### config.mk
export PLATFORM = sky130hd
export DESIGN_NAME = ocd_channel_two
export DESIGN_NICKNAME = d
export VERILOG_FILES = /design/src/ocd_pkg.sv /design/src/ocd_channel_two.sv
export SDC_FILE = /design/constraint.sdc
export NUM_CORES = 1
export LEC_CHECK = 0
export BUFFER_PORTS_ARGS = -buffer_cell sky130_fd_sc_hd__buf_2
export CORE_MARGIN = 5
export CORE_UTILIZATION = 39
export DETAILED_ROUTE_END_ITERATION = 12
export GPL_TIMING_DRIVEN = 1
export SLEW_MARGIN = 0
export SYNTH_ARGS = -nofsm -noshare
export SYNTH_HDL_FRONTEND = slang
export SYNTH_SLANG_ARGS = --single-unit
export TNS_END_PERCENT = 100
### constraint.sdc
create_clock -name CORE_CLK_I -period 11.1 [get_ports CORE_CLK_I]
set_input_delay 0 -clock CORE_CLK_I [delete_from_list [all_inputs] [get_ports CORE_CLK_I]]
set_output_delay 0 -clock CORE_CLK_I [all_outputs]
set_load 0.05 [all_outputs]
### src/ocd_pkg.sv
package ocd_pkg;

  // ==========================================================================
  // Register map.
  localparam logic [7:0] ADDR_RESERVED_CONFIG = 8'h2A;
  localparam logic [7:0] ADDR_DIVIDER_SETUP = 8'h2B;
  localparam logic [7:0] ADDR_OUTPUT_SETUP = 8'h2C;

  // ==========================================================================
  // Reset values.
  localparam logic [15:0] RESET_RESERVED_CONFIG = 16'h0000;
  localparam logic [15:0] RESET_DIVIDER_SETUP = 16'h0000;
  localparam logic [15:0] RESET_OUTPUT_SETUP = 16'h0008;

  // ==========================================================================
  // Field positions and widths.
  localparam int RESERVED_EX_W = 9;
  localparam int SOURCE_SELECT_LSB = 14;
  localparam int DIVIDER_VALUE_LSB = 0;
  localparam int DIVIDER_VALUE_W = 14;
  localparam int RESTART_DELAY_LSB = 11;
  localparam int RESTART_DELAY_W = 5;
  localparam int SYNC_PARTICIPATION_BIT = 10;
  localparam int PARKED_LEVEL_BIT = 8;
  localparam int OUTPUT_SILENCE_BIT = 7;
  localparam int POLARITY_LSB = 5;
  localparam int FORMAT_LSB = 2;
  localparam int ROUTE_LSB = 0;

  // ==========================================================================
  // Encodings.
  typedef enum logic [1:0] {
    SRC_PRESCALER_FIRST = 2'h0,
    SRC_PRESCALER_SECOND = 2'h1,
    SRC_NONE = 2'h2,
    SRC_REFERENCE = 2'h3
  } ocd_source_t;

  typedef enum logic [2:0] {
    FMT_OFF = 3'h0,
    FMT_LVDS = 3'h1,
    FMT_HCSL = 3'h2,
    FMT_CML = 3'h3,
    FMT_LVPECL = 3'h4,
    FMT_SINGLE_ENDED_BOTH_LEGS = 3'h5,
    FMT_SINGLE_ENDED_TRUE_LEG = 3'h6,
    FMT_SINGLE_ENDED_COMPLEMENT_LEG = 3'h7
  } ocd_format_t;

  typedef enum logic [1:0] {
    ROUTE_CHANNEL_ONE = 2'h0,
    ROUTE_CHANNEL_TWO = 2'h1,
    ROUTE_CHANNEL_THREE = 2'h2,
    ROUTE_NONE = 2'h3
  } ocd_route_t;

  typedef enum logic [1:0] {
    ST_OFF = 2'b00,
    ST_RUN = 2'b01,
    ST_HOLD = 2'b10
  } ocd_state_t;

endpackage

### src/ocd_channel_two.sv
module ocd_channel_two (
  // Clock and reset.
  input wire logic CORE_CLK_I,
  input wire logic RST_N_I,
  // Register port from the serial front end.
  input wire logic [7:0] REG_ADDR_I,
  input wire logic [15:0] REG_WDATA_I,
  input wire logic REG_WR_I,
  input wire logic REG_RD_I,
  output logic [15:0] REG_RDATA_O,
  // Nonvolatile page load.
  input wire logic NVM_LOAD_I,
  input wire logic [13:0] NVM_DIVIDER_I,
  input wire logic [8:0] NVM_RESERVED_I,
  // Clock and sync pins, sampled.
  input wire logic PRESCALER_CLOCK_FIRST_I,
  input wire logic PRESCALER_CLOCK_SECOND_I,
  input wire logic REFERENCE_CLOCK_I,
  input wire logic CH1_DIVIDED_I,
  input wire logic CH3_DIVIDED_I,
  input wire logic SYNC_I,
  // Output buffer controls.
  output logic OUT_TRUE_O,
  output logic OUT_COMP_O,
  output logic TRUE_LEG_EN_O,
  output logic COMP_LEG_EN_O,
  output logic [2:0] BUFFER_FORMAT_O,
  // Divider status and divided clock.
  output logic DIVIDER_POWERED_O,
  output logic CH2_DIVIDED_O
);

  // ==========================================================================
  // Pin synchronisers.
  // Order: sync, ch3, ch1, reference, second, first.
  logic [5:0] pin_s1, pin_s2, next_pin_s1, next_pin_s2;

  // Stage one is read only by stage two.
  always_comb begin
    next_pin_s1 = {SYNC_I, CH3_DIVIDED_I, CH1_DIVIDED_I, REFERENCE_CLOCK_I,
                   PRESCALER_CLOCK_SECOND_I, PRESCALER_CLOCK_FIRST_I};
    next_pin_s2 = pin_s1;
  end

  always_ff @(posedge CORE_CLK_I or negedge RST_N_I) begin
    if (!RST_N_I) begin
      pin_s1 <= 6'h00;
      pin_s2 <= 6'h00;
    end else begin
      pin_s1 <= next_pin_s1;
      pin_s2 <= next_pin_s2;
    end
  end

  // ==========================================================================
  // Register file.
  logic [15:0] reg_reserved, reg_divider, reg_output, next_reserved, next_divider, next_output;
  logic [15:0] next_rdata;

  // A host write in the same cycle as a page load wins, as it is the newer value.
  always_comb begin
    next_reserved = reg_reserved;
    next_divider = reg_divider;
    next_output = reg_output;
    next_rdata = REG_RDATA_O;
    if (NVM_LOAD_I) begin
      next_reserved[ocd_pkg::RESERVED_EX_W-1:0] = NVM_RESERVED_I;
      next_divider[ocd_pkg::DIVIDER_VALUE_LSB +: ocd_pkg::DIVIDER_VALUE_W] = NVM_DIVIDER_I;
    end
    if (REG_WR_I) begin
      case (REG_ADDR_I)
        ocd_pkg::ADDR_RESERVED_CONFIG: next_reserved = REG_WDATA_I;
        ocd_pkg::ADDR_DIVIDER_SETUP: next_divider = REG_WDATA_I;
        ocd_pkg::ADDR_OUTPUT_SETUP: next_output = REG_WDATA_I;
        default: next_reserved = next_reserved;
      endcase
    end
    // Unmapped addresses read as zero.
    if (REG_RD_I) begin
      case (REG_ADDR_I)
        ocd_pkg::ADDR_RESERVED_CONFIG: next_rdata = reg_reserved;
        ocd_pkg::ADDR_DIVIDER_SETUP: next_rdata = reg_divider;
        ocd_pkg::ADDR_OUTPUT_SETUP: next_rdata = reg_output;
        default: next_rdata = 16'h0000;
      endcase
    end
  end

  always_ff @(posedge CORE_CLK_I or negedge RST_N_I) begin
    if (!RST_N_I) begin
      reg_reserved <= ocd_pkg::RESET_RESERVED_CONFIG;
      reg_divider <= ocd_pkg::RESET_DIVIDER_SETUP;
      reg_output <= ocd_pkg::RESET_OUTPUT_SETUP;
      REG_RDATA_O <= 16'h0000;
    end else begin
      reg_reserved <= next_reserved;
      reg_divider <= next_divider;
      reg_output <= next_output;
      REG_RDATA_O <= next_rdata;
    end
  end

  // Field views.
  logic [1:0] divider_source_select, single_ended_polarity, output_source_route;
  logic [13:0] divider_value;
  logic [4:0] restart_delay_count;
  logic [2:0] buffer_format_select;
  logic sync_participation, parked_level_select, output_silence;
  assign divider_source_select = reg_divider[ocd_pkg::SOURCE_SELECT_LSB +: 2];
  assign divider_value = reg_divider[ocd_pkg::DIVIDER_VALUE_LSB +: ocd_pkg::DIVIDER_VALUE_W];
  assign restart_delay_count = reg_output[ocd_pkg::RESTART_DELAY_LSB +: ocd_pkg::RESTART_DELAY_W];
  assign sync_participation = reg_output[ocd_pkg::SYNC_PARTICIPATION_BIT];
  assign parked_level_select = reg_output[ocd_pkg::PARKED_LEVEL_BIT];
  assign output_silence = reg_output[ocd_pkg::OUTPUT_SILENCE_BIT];
  assign single_ended_polarity = reg_output[ocd_pkg::POLARITY_LSB +: 2];
  assign buffer_format_select = reg_output[ocd_pkg::FORMAT_LSB +: 3];
  assign output_source_route = reg_output[ocd_pkg::ROUTE_LSB +: 2];

  // ==========================================================================
  // Divider.
  ocd_pkg::ocd_state_t state, next_state;
  logic [13:0] div_cnt, next_div_cnt, half_value;
  logic [4:0] delay_cnt, next_delay_cnt;
  logic div_clk, next_div_clk, src_prev, sync_prev, src_level, src_edge, sync_rise;

  // Source mux; the unlisted code 2 gives no clock at all.
  always_comb begin
    case (ocd_pkg::ocd_source_t'(divider_source_select))
      ocd_pkg::SRC_PRESCALER_FIRST: src_level = pin_s2[0];
      ocd_pkg::SRC_PRESCALER_SECOND: src_level = pin_s2[1];
      ocd_pkg::SRC_REFERENCE: src_level = pin_s2[2];
      default: src_level = 1'b0;
    endcase
  end

  assign src_edge = src_level & ~src_prev;
  assign sync_rise = pin_s2[5] & ~sync_prev;
  assign half_value = divider_value >> 1;

  // Counter wraps at value minus one; the clock is high for the lower half.
  always_comb begin
    next_state = state;
    next_div_cnt = div_cnt;
    next_delay_cnt = delay_cnt;
    next_div_clk = div_clk;
    if (divider_value == 14'h0000) begin
      next_state = ocd_pkg::ST_OFF;
      next_div_cnt = 14'h0000;
      next_div_clk = 1'b0;
    end else if (sync_rise && sync_participation) begin
      next_state = ocd_pkg::ST_HOLD;
      next_delay_cnt = restart_delay_count;
      next_div_cnt = 14'h0000;
      next_div_clk = 1'b0;
    end else begin
      case (state)
        ocd_pkg::ST_OFF: begin
          next_state = ocd_pkg::ST_RUN;
          next_div_cnt = 14'h0000;
        end
        ocd_pkg::ST_RUN: begin
          if (divider_value == 14'h0001) begin
            next_div_clk = src_level;
          end else if (src_edge) begin
            if (div_cnt >= 14'(divider_value - 14'h0001)) begin
              next_div_cnt = 14'h0000;
            end else begin
              next_div_cnt = 14'(div_cnt + 14'h0001);
            end
            next_div_clk = (next_div_cnt < half_value);
          end
        end
        ocd_pkg::ST_HOLD: begin
          // Each delay count is one rising edge of the selected source clock.
          if (delay_cnt == 5'h00) begin
            next_state = ocd_pkg::ST_RUN;
          end else if (src_edge) begin
            next_delay_cnt = 5'(delay_cnt - 5'h01);
          end
        end
        default: next_state = ocd_pkg::ST_OFF;
      endcase
    end
  end

  always_ff @(posedge CORE_CLK_I or negedge RST_N_I) begin
    if (!RST_N_I) begin
      state <= ocd_pkg::ST_OFF;
      div_cnt <= 14'h0000;
      delay_cnt <= 5'h00;
      div_clk <= 1'b0;
      src_prev <= 1'b0;
      sync_prev <= 1'b0;
      DIVIDER_POWERED_O <= 1'b0;
      CH2_DIVIDED_O <= 1'b0;
    end else begin
      state <= next_state;
      div_cnt <= next_div_cnt;
      delay_cnt <= next_delay_cnt;
      div_clk <= next_div_clk;
      src_prev <= src_level;
      sync_prev <= pin_s2[5];
      DIVIDER_POWERED_O <= (next_state != ocd_pkg::ST_OFF);
      CH2_DIVIDED_O <= next_div_clk;
    end
  end

  // ==========================================================================
  // Output mux, polarity, silencing and buffer format.
  logic routed, next_true, next_comp, next_true_en, next_comp_en, single_ended;
  // Polarity only matters for single-ended legs; the differential pair is always
  // complementary so that the receiver never sees a common-mode step.
  always_comb begin
    case (ocd_pkg::ocd_route_t'(output_source_route))
      ocd_pkg::ROUTE_CHANNEL_ONE: routed = pin_s2[3];
      ocd_pkg::ROUTE_CHANNEL_TWO: routed = div_clk;
      ocd_pkg::ROUTE_CHANNEL_THREE: routed = pin_s2[4];
      default: routed = 1'b0;
    endcase
    single_ended = (buffer_format_select >= 3'(ocd_pkg::FMT_SINGLE_ENDED_BOTH_LEGS));
    if (single_ended) begin
      next_true = routed ^ single_ended_polarity[1];
      next_comp = routed ^ single_ended_polarity[0];
    end else begin
      next_true = routed;
      next_comp = ~routed;
    end
    if (output_silence) begin
      next_true = parked_level_select;
      next_comp = ~parked_level_select;
    end
    case (ocd_pkg::ocd_format_t'(buffer_format_select))
      ocd_pkg::FMT_OFF: begin
        next_true_en = 1'b0;
        next_comp_en = 1'b0;
        next_true = 1'b0;
        next_comp = 1'b0;
      end
      ocd_pkg::FMT_SINGLE_ENDED_TRUE_LEG: begin
        next_true_en = 1'b1;
        next_comp_en = 1'b0;
      end
      ocd_pkg::FMT_SINGLE_ENDED_COMPLEMENT_LEG: begin
        next_true_en = 1'b0;
        next_comp_en = 1'b1;
      end
      default: begin
        next_true_en = 1'b1;
        next_comp_en = 1'b1;
      end
    endcase
  end

  always_ff @(posedge CORE_CLK_I or negedge RST_N_I) begin
    if (!RST_N_I) begin
      OUT_TRUE_O <= 1'b0;
      OUT_COMP_O <= 1'b0;
      TRUE_LEG_EN_O <= 1'b0;
      COMP_LEG_EN_O <= 1'b0;
      BUFFER_FORMAT_O <= 3'h0;
    end else begin
      OUT_TRUE_O <= next_true;
      OUT_COMP_O <= next_comp;
      TRUE_LEG_EN_O <= next_true_en;
      COMP_LEG_EN_O <= next_comp_en;
      BUFFER_FORMAT_O <= buffer_format_select;
    end
  end
endmodule

==> impl_metrics.py <==
metrics = {
    "worst_setup_path": {
        "required_ns": 11.38,
        "reg2reg_from": "reg_divider[3]",
        "path_class": "reg2reg",
        "ff2ff_setup_slack_ns": 6.70,
        "path_buf_inv": 0,
        "max_stage_delay_ns": 0.61,
        "arrival_ns": 4.69,
        "critPathCaptureType": "flop",
        "cp_max_fo": 13,
        "rr_endpoint": "div_clk",
        "cpMostUsedCell": "a21oi_1",
        "crit_path_top_delay_cell": "or4_4",
        "reg2reg_depth": 18,
        "critPathTopFamily": "compound AO/OA/AOI/OAI gates",
        "worstPathCellList": "or4_4 -> nor2_4 -> nand2_1 -> nor4_1 -> xnor2_1 -> ha_1 -> a21oi_1 -> o221ai_1 -> a21oi_1 -> nand2_1 -> a21oi_1 -> ha_1 -> a21o_1 -> a211oi_1 -> nand2_1 -> a221oi_1 -> o221ai_1 -> a21oi_1",
        "startpoint_type": "flop",
    },
    "die": {
        "die_width_um": 133,
        "die_area_sq_um": 17800,
        "ios": 83,
        "start_util": 0.394,
        "core-area_sq_um": 15000,
        "rows": 45,
        "die-height_um": 133,
    },
    "clock_network": {
        "cts_hold_buffers": 45,
        "clk_pin_slew_ns": 0.08,
        "clkSinkCount": 108,
        "root_buffer": "clkbuf_16",
        "post_cts.repair.setup_buffers": 0,
        "cts_tree": "done",
        "clockBufferDepth": 2,
        "htree_levels": 3,
        "cts.repair.resized": 0,
        "numCtsBuffers": 9,
        "insertion_delay_ns": 0.36,
    },
    "synth": {
        "synth-edff-count": 0,
        "yosysTopAreaCellShare": 0.452,
        "synth_cell_type_count": 55,
        "syn_avg_cell_area_sq_um": 10.2,
        "synth-seq-cells": 108,
        "yosys_warnings": 0,
        "synth_area_sq_um": 5930,
        "synth_area_leaders": "dfrtp_1 (45%), mux2_2 (8.0%), ha_1 (6.5%)",
        "yosysSeqAreaShare": 0.456,
        "synth_nets": 672,
        "synth_largest_area_cell": "dfrtp_1",
        "netlist_instances": 583,
        "synth_flop_cell": "dfrtp_1",
        "synthArstFlopShare": 1.00,
    },
    "timing": {
        "setup_viol": 0,
        "maxSlewViolCount": 0,
        "finalCritPeriodShare": 0.396,
        "fmax_mhz": 227,
        "hold_viol": 0,
        "tightest_slew_ns": 1.06,
        "rsz0062_at_grt": "false",
        "fin_crit_ns": 4.40,
        "clock_skew_ns": 0.00984,
        "tns_ns": 0,
        "slew_headroom": 0.288,
    },
    "place": {
        "dp.cells": 830,
        "io_buffer_count": 82,
        "dp_hpwl_mm": 11.4,
        "gp_congestion": 0.941,
    },
    "finish": {
        "fill_cells": 1366,
        "layout_common_cells": "dfrtp_1 (107), buf_2 (81), a21oi_1 (53)",
        "layout.nets": 787,
        "syn_to_final_growth_pct": 22.5,
        "fin_cells": 891,
        "layout_commonest_cell": "dfrtp_1",
        "antenna_cells": 0,
        "drive_gt1_frac": 0.236,
    },
    "detailed_routing": {
        "wl_met2_mm": 7.64,
        "vias_per_cell": 5.42,
        "dr_wl_met3_um": 727,
        "wl_met1_mm": 6.97,
        "first_iter_violations": 210,
        "top_layer": "met4",
        "postRouteAntennaNets": 0,
        "drc": 0,
        "vias": 4832,
        "avgRoutedWirePerCell_um": 17.6,
        "routed_wl_mm": 15.6,
        "drt-pass1-iter-count": 4,
    },
    "run": {
        "drv_cap": 0,
    },
    "min_path": {
        "hold-path-cell-count": 3,
        "hp-class": "in2reg",
        "min_from": "NVM_DIVIDER_I[2]",
        "holdPathEnd": "reg_divider[2]",
    },
    "global_routing": {
        "grt_max_degree": 58,
        "grt_pass1_wl_mm": 25.8,
        "grt_pass1_vias": 5027,
        "grt-ovfl-total": 0,
        "antenna_found_initial": 0,
        "track_usage": 0.180,
    },
    "power": {
        "irDropWorstVdd_mv": 0.0914,
        "powerDensity_nw_per_um2": 137,
        "p_leak_nw": 3.43,
        "p_total_mw": 0.997,
    },
    "status": {
        "status": "complete, no violations",
    },
}
-- per-stage QoR --
step / setup WS [ns] / utilization / cell area [sq um] / hold slack, ns
2_1_floorplan: 7.10 / - / 5930 / -0.296
3_3_place_gp: 6.89 / 0.431 / 6470 / 0.0799
3_5_place_dp: 6.74 / 0.431 / 6470 / 0.0963
4_1_cts: 6.72 / 0.483 / 7270 / 0.0285
5_1_grt: 6.32 / 0.483 / 7270 / 0.0141
6_report: 6.70 / 0.483 / 7270 / 0.0346
-- cell type report --
type	count	area, sq um	area share
multi-input combinational	412	2970	0.408
sequential	108	2700	0.372
timing repair buffer	128	871	0.120
tap	188	235	0.0324
clock buffer	9	225	0.0310
inverter	39	146	0.0201
clock inverter	7	116	0.0160
-- cells by family after synthesis --
group,after synthesis,share of synthesized area
AO/OA/AOI/OAI,144,0.147
XOR/XNOR,14,0.0207
adder cells (fa/ha/maj),31,0.0654
buffers and inverters,63,0.0435
flip-flops,108,0.456
multiplexers,69,0.126
AND/OR/NAND/NOR,154,0.141
-- Yosys cell counts (3+ instances only) --
library cell  number
clkbuf_1          19
o22ai_1           17
a22oi_1           16
mux2_2            42
xnor2_1           14
o21a_1             3
and3_1             5
and2_1             3
inv_1             39
nor4_1             3
a21oi_1           53
nor2_1            27
ha_1              31
mux2i_1           26
a21o_1            11
nand2b_1           9
nand2_1           41
a211oi_1           3
dfrtp_1          107
or2_2             11
nand3_1           10
nand4_1           11
nor3_1            10
nand3b_1           4
or3_1              3
o21ai_0           27
-- worst min-delay path, stage by stage --
cell and delay (ns):
buf_2 0.09, mux2i_1 0.07, o21ai_0 0.19
-- sequential cells by signal, indices dropped and copies added (netlist names) --
register           cells
COMP_LEG_EN_O          1
reg_reserved          16
reg_output            16
OUT_COMP_O             1
reg_divider           16
next_pin_s2            6
state                  2
delay_cnt              5
TRUE_LEG_EN_O          1
div_clk                1
DIVIDER_POWERED_O      1
REG_RDATA_O           16
pin_s2                 6
div_cnt               14
src_prev               1
OUT_TRUE_O             1
sync_prev              1
BUFFER_FORMAT_O        3
-- how the worst max path moves through the flow --
stage / start / slack [ns] / end / cells past startpoint
final: reg_divider[3] / 6.70 / div_clk / 18
after global routing: reg_divider[3] / 6.32 / div_clk / 18
after CTS: reg_divider[3] / 6.72 / div_clk / 18
after detailed placement: reg_divider[3] / 6.74 / div_clk / 18
after global placement: reg_divider[3] / 6.89 / div_clk / 18
after floorplan: reg_divider[3] / 7.10 / div_clk / 19
-- per-layer routing --
metal	track usage	up-vias
met3	0.0351	23
met4	0.0600	0
li1	-	2320
met1	0.235	2365
met2	0.303	124
met5	0	-
-- where the power goes --
part	leakage, nW	internal [mW]	switching, mW
Combinational	1.87	0.0839	0.0958
Sequential	1.39	0.419	0.0321
Clock	0.167	0.205	0.161
Total	3.43	0.708	0.289
Power figures use the tool's default switching activity.
